### src/core/key_raw_pkg.sv
/*
  constants for the raw converter key press reporting block.
  assumes a 125 MHz clock and a converter front end outside this block.
*/
// Overview of operation
// - enabling raw mode leaves pending press and release flags as they are
// - raw mode ignores key thresholds and does no per-key binning
// - raw mode reports any key on key one press and release flags only
// - clearing detection enable clears raw mode; clearing raw mode clears output
// - accessory removal clears the output; reading it does not
// - manual trigger reconverts in raw mode, pressed or not, without setting key one press
// - output refreshed on key detection completion and on manual trigger
// - every completed conversion in raw mode sets the conversion done flag
// - a completed conversion never reports zero; minimum is one
// - press valid after debounce; sets press, clears release, interrupts
// - release valid after release debounce; sets release flag, interrupts
// - clearing detection enable halts detection and clears all key flags
package key_raw_pkg;
  localparam int unsigned CLK_MHZ          = 125;
  localparam int unsigned PRESS_DEB_US     = 20;
  localparam int unsigned RELEASE_DEB_US   = 20;
  localparam int unsigned PRESS_DEB_CYC    = PRESS_DEB_US * CLK_MHZ;
  localparam int unsigned RELEASE_DEB_CYC  = RELEASE_DEB_US * CLK_MHZ;
  localparam int unsigned NUM_KEYS         = 4;
  localparam int unsigned ADC_W            = 8;
  localparam int unsigned CNT_W            = 16;
  localparam logic [7:0]  ADC_CLEAR        = 8'h00;
  localparam logic [7:0]  ADC_MIN          = 8'h01;
  localparam logic [3:0]  FLAGS_CLEAR      = 4'h0;
  localparam logic [3:0]  KEY1_MASK        = 4'h1;
  localparam logic [15:0] CNT_ZERO         = 16'h0000;
  localparam logic [15:0] CNT_ONE          = 16'h0001;
  typedef enum logic [1:0] {ST_IDLE, ST_PRESS_DEB, ST_HELD, ST_REL_DEB} det_state_t;
endpackage : key_raw_pkg

### src/core/key_binner.sv
/*
  threshold binning of a converter code into a one-hot key index.
  assumes thresholds ascend from key one to key four.
*/
`timescale 1ns/1ps
module key_binner (
  // code and thresholds
  input  wire logic [7:0] code_in,
  input  wire logic [7:0] thr1_in,
  input  wire logic [7:0] thr2_in,
  input  wire logic [7:0] thr3_in,
  // result
  output logic      [3:0] key_onehot_out
);
  always_comb begin
    if (code_in <= thr1_in) begin
      key_onehot_out = 4'h1;
    end else if (code_in <= thr2_in) begin
      key_onehot_out = 4'h2;
    end else if (code_in <= thr3_in) begin
      key_onehot_out = 4'h4;
    end else begin
      key_onehot_out = 4'h8;
    end
  end
endmodule : key_binner

### src/core/key_raw_report.sv
/*
  key press detector with raw converter reporting mode.
  assumes a synchronous key_low level from the comparator, and a converter
  that answers a start pulse with a done pulse and code some cycles later.
*/
`timescale 1ns/1ps
module key_raw_report #(
  parameter int unsigned PRESS_DEB   = key_raw_pkg::PRESS_DEB_CYC,
  parameter int unsigned RELEASE_DEB = key_raw_pkg::RELEASE_DEB_CYC
) (
  // clock and reset
  input  wire logic       ref_clk_in,
  input  wire logic       rst_in,
  // host control levels and pulses
  input  wire logic       key_detection_enable_in,
  input  wire logic       raw_mode_en_in,
  input  wire logic       manual_trigger_in,
  input  wire logic       removal_in,
  input  wire logic       flags_clear_in,
  input  wire logic [7:0] thr1_in,
  input  wire logic [7:0] thr2_in,
  input  wire logic [7:0] thr3_in,
  // analog front end
  input  wire logic       key_low_in,
  output logic            adc_start_out,
  input  wire logic       adc_done_in,
  input  wire logic [7:0] adc_code_in,
  // status
  output logic            raw_mode_out,
  output logic [7:0]      adc_output_out,
  output logic [3:0]      press_flags_out,
  output logic [3:0]      release_flags_out,
  output logic            conv_done_out,
  output logic            int_n_out
);
  typedef struct packed {
    key_raw_pkg::det_state_t st;
    logic [15:0]             cnt;
    logic                    raw;
    logic [7:0]              adc;
    logic [3:0]              press;
    logic [3:0]              rel;
    logic [3:0]              held_key;
    logic                    conv_done;
    logic                    start;
    logic                    busy;
    logic                    from_press;
  } state_t;

  state_t     cur;
  state_t     next_cur;
  logic [3:0] binned;

  key_binner u_binner (
    .code_in        (adc_code_in),
    .thr1_in        (thr1_in),
    .thr2_in        (thr2_in),
    .thr3_in        (thr3_in),
    .key_onehot_out (binned)
  );

  function automatic logic [7:0] nonzero(input logic [7:0] c);
    nonzero = (c == key_raw_pkg::ADC_CLEAR) ? key_raw_pkg::ADC_MIN : c;
  endfunction : nonzero

  always_comb begin
    next_cur       = cur;
    next_cur.start = 1'b0;
    // host clear of flags first so hardware sets below win
    if (flags_clear_in) begin
      next_cur.press     = key_raw_pkg::FLAGS_CLEAR;
      next_cur.rel       = key_raw_pkg::FLAGS_CLEAR;
      next_cur.conv_done = 1'b0;
    end
    // raw mode follows the host bit while detection is enabled; enabling it touches no flags
    next_cur.raw = raw_mode_en_in & key_detection_enable_in;
    if (!next_cur.raw) begin
      next_cur.adc = key_raw_pkg::ADC_CLEAR;
    end
    if (removal_in) begin
      next_cur.adc = key_raw_pkg::ADC_CLEAR;
    end
    if (!key_detection_enable_in) begin
      next_cur.st    = key_raw_pkg::ST_IDLE;
      next_cur.cnt   = key_raw_pkg::CNT_ZERO;
      next_cur.press = key_raw_pkg::FLAGS_CLEAR;
      next_cur.rel   = key_raw_pkg::FLAGS_CLEAR;
      next_cur.busy  = 1'b0;
    end else begin
      case (cur.st)
        key_raw_pkg::ST_IDLE: begin
          next_cur.cnt = key_raw_pkg::CNT_ZERO;
          if (key_low_in) begin
            next_cur.st = key_raw_pkg::ST_PRESS_DEB;
          end
        end
        key_raw_pkg::ST_PRESS_DEB: begin
          // any glitch restarts the debounce
          if (!key_low_in) begin
            next_cur.st = key_raw_pkg::ST_IDLE;
          end else if (cur.cnt >= 16'(PRESS_DEB)) begin
            next_cur.st         = key_raw_pkg::ST_HELD;
            next_cur.start      = 1'b1;
            next_cur.busy       = 1'b1;
            next_cur.from_press = 1'b1;
            next_cur.cnt        = key_raw_pkg::CNT_ZERO;
          end else begin
            next_cur.cnt = cur.cnt + key_raw_pkg::CNT_ONE;
          end
        end
        key_raw_pkg::ST_HELD: begin
          next_cur.cnt = key_raw_pkg::CNT_ZERO;
          if (!key_low_in && !cur.busy) begin
            next_cur.st = key_raw_pkg::ST_REL_DEB;
          end
        end
        default: begin
          if (key_low_in) begin
            next_cur.st = key_raw_pkg::ST_HELD;
          end else if (cur.cnt >= 16'(RELEASE_DEB)) begin
            next_cur.st  = key_raw_pkg::ST_IDLE;
            next_cur.rel = next_cur.rel | cur.held_key;
          end else begin
            next_cur.cnt = cur.cnt + key_raw_pkg::CNT_ONE;
          end
        end
      endcase
      // manual reconversion only in raw mode, never sets a press flag
      if (manual_trigger_in && cur.raw && !cur.busy && !next_cur.start) begin
        next_cur.start      = 1'b1;
        next_cur.busy       = 1'b1;
        next_cur.from_press = 1'b0;
      end
      if (adc_done_in && cur.busy) begin
        next_cur.busy = 1'b0;
        if (cur.raw) begin
          next_cur.adc       = nonzero(adc_code_in);
          next_cur.conv_done = 1'b1;
          if (cur.from_press) begin
            next_cur.held_key = key_raw_pkg::KEY1_MASK;
          end
        end else if (cur.from_press) begin
          next_cur.held_key = binned;
        end
        if (cur.from_press) begin
          next_cur.press = next_cur.press | next_cur.held_key;
          next_cur.rel   = next_cur.rel & ~next_cur.held_key;
        end
      end
    end
  end

  always_ff @(posedge ref_clk_in or posedge rst_in) begin
    if (rst_in) begin
      cur <= '0;
    end else begin
      cur <= next_cur;
    end
  end

  assign adc_start_out     = cur.start;
  assign raw_mode_out      = cur.raw;
  assign adc_output_out    = cur.adc;
  assign press_flags_out   = cur.press;
  assign release_flags_out = cur.rel;
  assign conv_done_out     = cur.conv_done;
  // level interrupt: releases only when every flag is cleared
  assign int_n_out = ~(|cur.press | |cur.rel | cur.conv_done);
endmodule : key_raw_report

### config.mk
export PLATFORM = sky130hd
export DESIGN_NAME = key_raw_report
export DESIGN_NICKNAME = d
export VERILOG_FILES = /design/src/core/key_raw_pkg.sv /design/src/core/key_binner.sv /design/src/core/key_raw_report.sv
export SDC_FILE = /design/constraint.sdc
export NUM_CORES = 1
export LEC_CHECK = 0
export ABC_CLOCK_PERIOD_IN_PS = 2550
export BUFFER_PORTS_ARGS = -buffer_cell sky130_fd_sc_hd__buf_2
export CORE_MARGIN = 2
export CORE_UTILIZATION = 55
export DETAILED_ROUTE_END_ITERATION = 8
export PLACE_DENSITY = 0.9
export SYNTH_ARGS = -nofsm -noshare
export SYNTH_HDL_FRONTEND = slang
export SYNTH_SLANG_ARGS = --single-unit
### constraint.sdc
create_clock -name ref_clk_in -period 2.55 [get_ports ref_clk_in]
set_input_delay 0.765 -clock ref_clk_in [delete_from_list [all_inputs] [get_ports ref_clk_in]]
set_output_delay 0.765 -clock ref_clk_in [all_outputs]
set_load 0.05 [all_outputs]
# Word level (Yosys, flattened, before mapping)
# Index checks and enable logic that the tools add are counted.
# totals
input_bits	41
register_bits	43
# op_classes
n_eq_ne	15
n_lt_le_gt_ge	4
add_sub_neg	1
bitwise	8
n_mux	43
n_reduce_logical	18
# op_table
op	n
16-bit two-way mux	4
8-bit two-way mux	8
18-bit one-hot mux with 3 select lines	1
4-bit two-way mux	12
8-bit less-or-equal comparator	3
21-bit two-way mux	1
18-bit two-way mux	1
16-bit by 1-bit adder with 16-bit output, second input constant	1
16-bit by 12-bit greater-or-equal comparator with 1-bit output, second input constant	1
3-bit two-way mux	5
2-bit two-way mux	7
4-bit by 1-bit != test with 1-bit output, second input constant	3
3-bit by 1-bit != test with 1-bit output, second input constant	3
3-bit != test, second input constant	3
8-bit zero test	1
4-bit OR	2
4-bit AND reduction	2
4-bit OR reduction	2
3-bit AND reduction	2
1-bit logical AND	5
5-bit by 1-bit != test with 1-bit output, second input constant	1
5-bit by 2-bit != test with 1-bit output, second input constant	1
5-bit by 3-bit != test with 1-bit output, second input constant	1
4-bit AND	1
other kinds (12)	18

# Longest topological paths before layout
# Gate-level depths: netlist of run 1.
# depth
depth_word	13
depth_mapped	9
mapped_depth_nobuf	8

# Cells and area by module
# A second synthesis of run 1 with hierarchy kept.
# unflattened
hier_cells	350
hier_area_um2	2987.9
# by_module_without_submodules
module	n_inst	area_per_inst_um2	seq_area_each_um2	cells_each
key_raw_report	1	2384.8	1076.0	266
key_binner	1	603.1	0.0	84

# Worst setup path after synthesis of run 1
# No wires, ideal clock.
# synth_timing
kind	input port to flip-flop
from	in thr2_in[1]
to	reg cur (netlist bit release_flags_out[2])
t_arrival_ns	2.196
n_path_buf	1
setup_time_ns	0.126
path_slack_ns	0.228
stages	9
path_cell_list	inv_1 -> ha_1 -> nor2b_1 -> o211ai_1 -> a21oi_1 -> o22ai_1 -> or2_2 -> clkbuf_1 -> o311a_1
# synth_lines
item	line	rtl
start: declaration	key_raw_report.sv:21	input wire logic [7:0] thr2_in,
end signal: assignment	key_raw_report.sv:157	cur <= next_cur;
end: declaration	key_raw_report.sv:50	state_t cur;

# Final worst setup path of run 1
# layout_timing
from	reg cur (netlist bit press_flags_out[3])
to	out int_n_out
# layout_via
elab_chain_cells	4
# layout_rtl
item	line	rtl
4-bit OR reduction	key_raw_report.sv:168	assign int_n_out = ~(|cur.press | |cur.rel | cur.conv_done);
1-bit OR (2 in a row)	key_raw_report.sv:168	
1-bit inverter	key_raw_report.sv:168	
end: declaration	key_raw_report.sv:34	output logic int_n_out
# No other way between the ends.

==> impl_metrics.json, run 1 <==
{
  "ys_warn_count": 0,
  "drcViolationCount": 0,
  "port_buffers": 60,
  "synth_edf_count": 0,
  "antenna_cells": 0,
  "tns_ns": 0,
  "htree_levels": 2,
  "cap_violations": 0,
  "vias": 2666,
  "dpl_cell_area_um2": 3260,
  "hold_class": "flop to flop",
  "cts_tree": "built",
  "instances_no_fill": 460,
  "clockBufferDepth": 2,
  "setup-violations-final": 0,
  "place_hpwl_um": 5190,
  "cp_slowest_cell": "dfrtp_1",
  "wl_um": 6550,
  "overflow": 0,
  "status": "completed",
  "clock_latency_ns": 0.29,
  "io_pins": 61,
  "ir_worst_vdd_mv": 0.294,
  "synth_nets": 413,
  "max_slew_margin_pct": 58.5,
  "drt.antenna.violating_nets": 0,
  "cp_slowest_stage_delay_ns": 0.40,
  "leakagePower_uw": 0.00165,
  "cp-start-kind": "flop",
  "design.die.area_um2": 6050,
  "synth_common_cells": "dfrtp_1, nand2_1, inv_1, ha_1, o21ai_0",
  "tightest_slew_ns": 0.623,
  "clockRootBuffer": "clkbuf_8",
  "numCtsBuffers": 5,
  "antenna_found_initial": 0,
  "viasPerCell": 5.80,
  "grt_pass1_vias": 2461,
  "final_area_um2": 3340,
  "cts-resized-gates": 0,
  "yosysUniqueCellTypes": 51,
  "synth_seq_cells": 43,
  "crit_fanout": 3,
  "track_usage_pct": 23.3,
  "grt_start_max_net_pins": 44,
  "synth_top_cell_by_area": "dfrtp_1",
  "cts_sinks": 43,
  "nFillCells": 428,
  "die_height_um": 77.8,
  "drive_gt1_share_pct": 21.0,
  "slew_viol_final": 0,
  "yosys.cell_count.top_type": "dfrtp_1",
  "ctsHoldBuffers": 0,
  "grt_pass1_wl_um": 11300,
  "clk_pin_slew_worst_paths_ns": 0.08,
  "required_ns": 1.79,
  "finalCritPeriodShare_pct": 88.1,
  "max_freq_ghz": 0.445,
  "avgSynthCellArea_um2": 8.75,
  "synth_area_leaders": "dfrtp_1, ha_1, o21ai_0",
  "flow.area_growth_from_synthesis_pct": 11.5,
  "gp_congestion": 0.865,
  "async_flop_share_pct": 100,
  "syn_inst": 342,
  "rsz0062_at_grt": "no",
  "drt-initial-drc-count": 198,
  "core_area_um2": 5170,
  "synthesis.area_um2": 2990,
  "ys_seq_area_share_pct": 35.9,
  "hold_viol": 0,
  "crit_chain": "nor4_1 > and4_1 > buf_2",
  "post-cts-setup-buffers": 0,
  "core.rowCount": 26,
  "worstSetupPathType": "flop to output pin",
  "firstDrtPassIters": 5,
  "critPathCaptureType": "output pin",
  "clock_skew_ns": 0.00498,
  "pwr_density_cell_nw_per_um2": 437,
  "arrival_ns": 1.48,
  "dp_cells": 452,
  "start_util_pct": 57.9,
  "post_drt_wl_per_cell_um": 14.2,
  "yosysTopAreaCellShare_pct": 35.9,
  "synth_flop_cell": "dfrtp_1",
  "nNetsFinal": 460,
  "post-route-min-period_ns": 2.25,
  "die_w_um": 77.8
}
==> cell type report <==
cell class              count  area, um^2  share of cell area, %
flip-flops and latches     43        1080                   32.2
multi-input cells         242        1630                   48.9
clock buffers               5        68.8                   2.06
well taps                  70        87.6                   2.62
clock inverters             3        15.0                  0.450
repair buffers             65         338                   10.1
inverters                  32         120                   3.60
==> sequential cells by signal, indices dropped and copies added (netlist names) <==
name and count:
adc_start_out 1, raw_mode_out 1, press_flags_out 4, conv_done_out 1, release_flags_out 4, adc_output_out 8, cur 24
==> worst max-delay path, delay by kind of cell (launching register included) <==
family	cells	cell delay [ns]
buffers and inverters	1	0.26
DFF	1	0.40
and+or+nand+nor	2	0.53
==> metrics by stage <==
stage	power, uW	worst slack [ns]	hold slack, ns	util (%)
2_1_floorplan	943	0.228	0.448	-
3_3_place_gp	1030	0.127	0.466	62.9
3_5_place_dp	1050	0.0636	0.479	62.9
4_1_cts	1470	0.298	0.499	64.6
5_1_grt	1540	0.116	0.522	64.6
6_report	1460	0.304	0.494	64.6
==> final timing paths <==
kind                                    start       endpoint  slack [ns]  cells after the start
setup reg to reg                      cur[41]        cur[34]        0.31                      7
max in group asynchronous              rst_in        cur[30]        1.60                      3
hold / removal                         cur[6]         cur[6]        0.49                      2
setup / recovery           press_flags_out[3]      int_n_out        0.30                      3
min in group asynchronous              rst_in  conv_done_out        0.59                      3
hold reg to reg                        cur[6]         cur[6]        0.49                      2
==> cells by family after synthesis <==
group,count (synthesis),share of synthesized area [%]
AND/OR/NAND/NOR,116,19.8
adder cells (fa/ha/maj),30,12.5
AO/OA/AOI/OAI,94,21.6
flip-flops,43,35.9
multiplexers,2,0.710
buffers and inverters,57,9.49
==> routing by layer <==
metal / GRT usage, % / share of wire (%)
met4: 9.11 / 2.3
met3: 3.60 / 6.5
met1: 32.5 / 45
met5: 0 / 0
met2: 36.3 / 46
==> power by group <==
| part | internal, uW | switching [uW] | total [uW] | leakage [uW] |
|---|---|---|---|---|
| sequential | 693 | 16.8 | 710 | 0.000597 |
| clock | 188 | 234 | 421 | 0.0000477 |
| combinational | 133 | 195 | 328 | 0.00101 |
| total | 1010 | 445 | 1460 | 0.00165 |
==> layout by cell type (no fill, tap or decap), drive strengths merged, types with 5 or more instances in the layout <==
| master | Yosys | final |
|---|---|---|
| buf | 20 | 65 |
| nor2b | 12 | 12 |
| o21ai | 31 | 31 |
| a21boi | 8 | 8 |
| and3 | 5 | 5 |
| a21oi | 14 | 14 |
| nor4 | 5 | 5 |
| a31oi | 5 | 5 |
| nand4 | 8 | 8 |
| ha | 30 | 30 |
| inv | 32 | 32 |
| dfrtp | 43 | 43 |
| nor2 | 19 | 19 |
| clkbuf | 5 | 5 |
| nand3 | 15 | 15 |
| nand2 | 37 | 37 |
| o31ai | 11 | 11 |
(Power assumes the default switching activity.)
==> inputs of run 2 (changes only) <==
SYNTH_HIERARCHICAL = 1   (was not set)
==> impl_metrics.json, run 2 <==
{
  "yosysTopAreaCellShare_pct": 36.0,
  "crit_fanout": 3,
  "clock_latency_ns": 0.31,
  "synth_area_leaders": "dfrtp_1, ha_1, a21oi_1",
  "synth_simple_gate_area_share_pct": 23.7,
  "nNetsFinal": 469,
  "avgSynthCellArea_um2": 8.54,
  "max_freq_ghz": 0.437,
  "synth_common_cells": "dfrtp_1, a21oi_1, nand2_1, inv_1, ha_1",
  "port_buffers": 60,
  "finalCritPeriodShare_pct": 89.7,
  "clk_pin_slew_worst_paths_ns": 0.09,
  "required_ns": 1.79,
  "cts_sinks": 43,
  "hold_class": "input port to async pin",
  "design.die.area_um2": 6040,
  "p_sw_uw": 537,
  "synth_top_family_by_area": "simple AND/OR/NAND/NOR gates",
  "async_flop_share_pct": 100,
  "largest_reg_flops": 24,
  "cts-resized-gates": 0,
  "arrival_ns": 1.52,
  "start_util_pct": 57.8,
  "core_area_um2": 5170,
  "power.share.sequential_pct": 44.7,
  "drt-initial-drc-count": 188,
  "synth_top_cell_by_area": "dfrtp_1",
  "synth_edf_count": 0,
  "yosysUniqueCellTypes": 50,
  "rr_worst_depth": 7,
  "synth_compound_area_share_pct": 17.0,
  "core.rowCount": 26,
  "drt.antenna.violating_nets": 0,
  "tns_ns": 0,
  "hold_viol": 0,
  "cp-start-kind": "flop",
  "combPwrFrac_pct": 26.0,
  "grt_start_max_net_pins": 31,
  "tightest_slew_ns": 0.577,
  "cap_violations": 0,
  "grt_pass1_wl_um": 11900,
  "rsz0062_at_grt": "no",
  "post_drt_wl_per_cell_um": 14.9,
  "p_int_uw": 1120,
  "post-route-min-period_ns": 2.29,
  "gp_congestion": 0.909,
  "nFillCells": 403,
  "critPathCaptureType": "output pin",
  "ys_seq_area_share_pct": 36.0,
  "place_hpwl_um": 5340,
  "syn_inst": 350,
  "firstDrtPassIters": 4,
  "viasPerCell": 5.80,
  "max_slew_margin_pct": 61.5,
  "pwr_density_cell_nw_per_um2": 489,
  "drive_gt1_share_pct": 20.8,
  "grt_pass1_vias": 2604,
  "leakagePower_uw": 0.00166,
  "status": "completed",
  "post-cts-setup-buffers": 0,
  "synthesis.area_um2": 2990,
  "wl_um": 7000,
  "setup-violations-final": 0,
  "synth_flop_cell": "dfrtp_1",
  "flow.area_growth_from_synthesis_pct": 13.3,
  "synth_xor_area_share_pct": 1.17,
  "antenna_cells": 0,
  "io_pins": 61,
  "ctsHoldBuffers": 0,
  "overflow": 0,
  "antenna_found_initial": 0,
  "worstSetupPathType": "flop to output pin",
  "die_w_um": 77.7,
  "final_common_cell": "buf_2",
  "clockBufferDepth": 2,
  "synth_seq_cells": 43,
  "clock_power_share_pct": 29.3,
  "htree_levels": 2,
  "swShare_pct": 32.5,
  "yosys.cell_count.top_type": "dfrtp_1",
  "numCtsBuffers": 5,
  "ys_warn_count": 6,
  "drcViolationCount": 0,
  "final_cell_mix": "buf_2, dfrtp_1, a21oi_1",
  "synthAdderAreaFrac_pct": 12.6,
  "clockRootBuffer": "clkbuf_8",
  "die_height_um": 77.7,
  "clock_skew_ns": 0.0132,
  "synth_nets": 421,
  "regMostFlops": "cur",
  "ir_worst_vdd_mv": 0.278,
  "vias": 2720,
  "slew_viol_final": 0,
  "cts_tree": "built",
  "track_usage_pct": 24.4,
  "muxShareOfSynthArea_pct": 0,
  "finalPower_uw": 1650
}
==> run 2: changes by cell type after synthesis, sizes merged, moves of 4 or more <==
cell    previous run  this run
a21boi             8         0
a21oi             14        39
a31oi              5         1
nand4              8        12
o211a              4         0
o21ai             31        20
o31ai             11         3
or3                0         7
or4                1         5
==> run 2: metrics by stage <==
stage | hold slack [ns] | instances | cell area, um^2 | setup slack (ns) | utilization [%]
3_3_place_gp | 0.474 | 461 | 3280 | 0.161 | 63.4
6_report | 0.504 | 469 | 3380 | 0.262 | 65.4
4_1_cts | 0.503 | 469 | 3380 | 0.244 | 65.4
3_5_place_dp | 0.476 | 461 | 3280 | 0.137 | 63.4
2_1_floorplan | 0.456 | 350 | 2990 | 0.0595 | -
5_1_grt | 0.541 | 469 | 3380 | 0.0734 | 65.4
==> run 2: final timing paths <==
kind                                endpoint                 start  slack, ns
setup / recovery                   int_n_out  release_flags_out[0]       0.26
max in group asynchronous  adc_output_out[6]                rst_in       1.48
min in group ref_clk_in               cur[5]                cur[5]       0.50
hold reg to reg                       cur[5]                cur[5]       0.50
setup reg to reg                     cur[35]               cur[41]       0.34
hold / removal                 adc_start_out                rst_in       0.50
==> run 2: layout make-up <==
cell class | count | area [um^2] | area share, %
clock inverter | 1 | 7.51 | 0.222
sequential | 43 | 1080 | 31.8
clock buffer | 7 | 96.3 | 2.85
timing repair buffer | 65 | 350 | 10.4
multi-input combinational | 247 | 1630 | 48.2
inverter | 36 | 135 | 3.99
tap | 70 | 87.6 | 2.59
==> run 2: per-layer routing <==
| metal | share of wire (%) | GRT usage (%) | vias to the layer above |
|---|---|---|---|
| met3 | 5.8 | 4.53 | 8 |
| met2 | 49 | 41.1 | 103 |
| met1 | 44 | 31.9 | 1291 |
| li1 | - | - | 1318 |
| met5 | 0 | 0 | - |
| met4 | 1.3 | 6.96 | 0 |
==> run 2: kinds of logic after synthesis <==
group	count (synthesis)
XOR/XNOR	4
flip-flops	43
AND/OR/NAND/NOR	129
adder cells (fa/ha/maj)	30
buffers and inverters	60
AO/OA/AOI/OAI	84
==> run 2: worst max-delay path: stages, from the launching register on <==
cell	delay (ns)
dfrtp_1	0.42
nor4_1	0.28
nand2_1	0.09
nor4_2	0.13
buf_2	0.30
==> run 2: power groups by stage <==
stage	Sequential, uW	Combinational, uW	Clock, uW
finish	739	430	485
global route	744	482	514
CTS	738	426	495
detailed placement	752	421	0
global placement	748	404	0
floorplan	746	285	0
==> inputs of run 3 (changes only) <==
CORE_MARGIN = 4   (was 2)
SYNTH_HIERARCHICAL = not set   (was 1)
==> impl_metrics.json, run 3 (synthesized netlist as in run 1, its figures left out) <==
{
  "pwr_density_cell_nw_per_um2": 441,
  "clock_skew_ns": 0.00623,
  "flow.area_growth_from_synthesis_pct": 11.4,
  "final_cell_mix": "buf_2, dfrtp_1, nand2_1",
  "firstDrtPassIters": 4,
  "wl_um": 6830,
  "final_common_cell": "buf_2",
  "dpl_cell_area_um2": 3250,
  "combPwrFrac_pct": 22.2,
  "cp-start-kind": "flop",
  "arrival_ns": 1.43,
  "vias": 2664,
  "swShare_pct": 29.6,
  "grt_pass1_wl_um": 11600,
  "drcViolationCount": 0,
  "htree_levels": 2,
  "crit_fanout": 3,
  "io_pins": 61,
  "hold_viol": 0,
  "max_slew_margin_pct": 57.7,
  "ir_worst_vdd_mv": 0.261,
  "cap_violations": 0,
  "rsz0062_at_grt": "no",
  "clockBufferDepth": 2,
  "grt_pass1_vias": 2615,
  "ctsHoldBuffers": 0,
  "drive_gt1_share_pct": 20.6,
  "hold_class": "flop to flop",
  "place_hpwl_um": 5280,
  "cts-resized-gates": 0,
  "post-route-min-period_ns": 2.20,
  "slew_viol_final": 0,
  "antenna_found_initial": 0,
  "clockRootBuffer": "clkbuf_8",
  "overflow": 0,
  "p_int_uw": 1040,
  "finalPower_uw": 1470,
  "viasPerCell": 5.82,
  "power.share.sequential_pct": 48.3,
  "drt-initial-drc-count": 122,
  "rrSetupSlack_ns": 0.36,
  "finalCritPeriodShare_pct": 86.2,
  "track_usage_pct": 22.1,
  "design.die.area_um2": 6690,
  "nNetsFinal": 459,
  "place_ws_ns": 0.0823,
  "die_height_um": 81.8,
  "max_freq_ghz": 0.455,
  "die_w_um": 81.8,
  "tightest_slew_ns": 0.633,
  "nFillCells": 466,
  "post-cts-setup-buffers": 0,
  "core_area_um2": 5200,
  "port_buffers": 60,
  "start_util_pct": 57.5,
  "tns_ns": 0,
  "grt_start_max_net_pins": 44,
  "cts_tree": "built",
  "status": "completed",
  "regMostFlops": "cur",
  "p_sw_uw": 435,
  "worstSetupPathType": "flop to output pin",
  "clock_power_share_pct": 29.5,
  "setup-violations-final": 0,
  "cts_sinks": 43,
  "final_area_um2": 3340,
  "numCtsBuffers": 5,
  "required_ns": 1.79,
  "setup_slack_ns": 0.352,
  "gp_congestion": 0.859,
  "largest_reg_flops": 24,
  "antenna_cells": 0,
  "critPathCaptureType": "output pin",
  "core.rowCount": 26,
  "clock_latency_ns": 0.29,
  "clk_pin_slew_worst_paths_ns": 0.08,
  "leakagePower_uw": 0.00165,
  "post_drt_wl_per_cell_um": 14.9,
  "drt.antenna.violating_nets": 0
}
## run 3: cell count changes in the layout (fill, tap and decap cells not counted), moves of 4 or more
| cell | change |
|---|---|
| o21ai_0 | +19 |
| or3_1 | -7 |
| a21oi_1 | -24 |
| a21boi_0 | +8 |
| o31ai_1 | +8 |
| a31oi_1 | +4 |
| or4_1 | -4 |
| o21ai_1 | -10 |
## run 3: worst max-delay path, cell delays in order, from the launching register on
cell,delay (ns)
dfrtp_1,0.40
nor4_1,0.28
and4_1,0.21
buf_2,0.25
## run 3: area by class of cell
cell class	count	area [um^2]	share of cell area, %
multi-input cells	242	1630	49.0
flip-flops and latches	43	1080	32.3
repair buffers	64	330	9.90
inverters	32	120	3.60
well taps	70	87.6	2.63
clock buffers	6	82.6	2.48
clock inverters	1	5.00	0.150
## run 3: worst paths after layout
path                                 startpoint                   end  cells after the start
max in group asynchronous                rst_in     adc_output_out[1]                      3
min in group asynchronous                rst_in  release_flags_out[1]                      3
hold reg to reg                          cur[7]                cur[7]                      2
setup reg to reg                        cur[40]               cur[39]                      7
setup / recovery           release_flags_out[0]             int_n_out                      3
hold / removal                           cur[7]                cur[7]                      2
## run 3: stage by stage
| step | std cells | hold slack, ns | util [%] |
|---|---|---|---|
| floorplan | 342 | 0.448 | - |
| CTS | 458 | 0.489 | 64.1 |
| finish | 458 | 0.487 | 64.1 |
| detailed placement | 451 | 0.471 | 62.4 |
| global placement | 451 | 0.465 | 62.4 |
| global route | 458 | 0.505 | 64.1 |
## run 3: power by group through the flow
stage | Combinational [uW] | Sequential (uW) | Clock, uW
final | 327 | 710 | 433
after global routing | 371 | 713 | 474
after CTS | 325 | 710 | 439
after detailed placement | 319 | 723 | 0
after global placement | 303 | 721 | 0
after floorplan | 219 | 725 | 0
## run 3: layer usage
layer	track usage, %	vias to the layer above	routed length, um
met5	0	-	0
met4	5.32	0	110
met2	36.8	91	3290
met3	4.82	11	467
met1	29.3	1273	2970
li1	-	1289	-
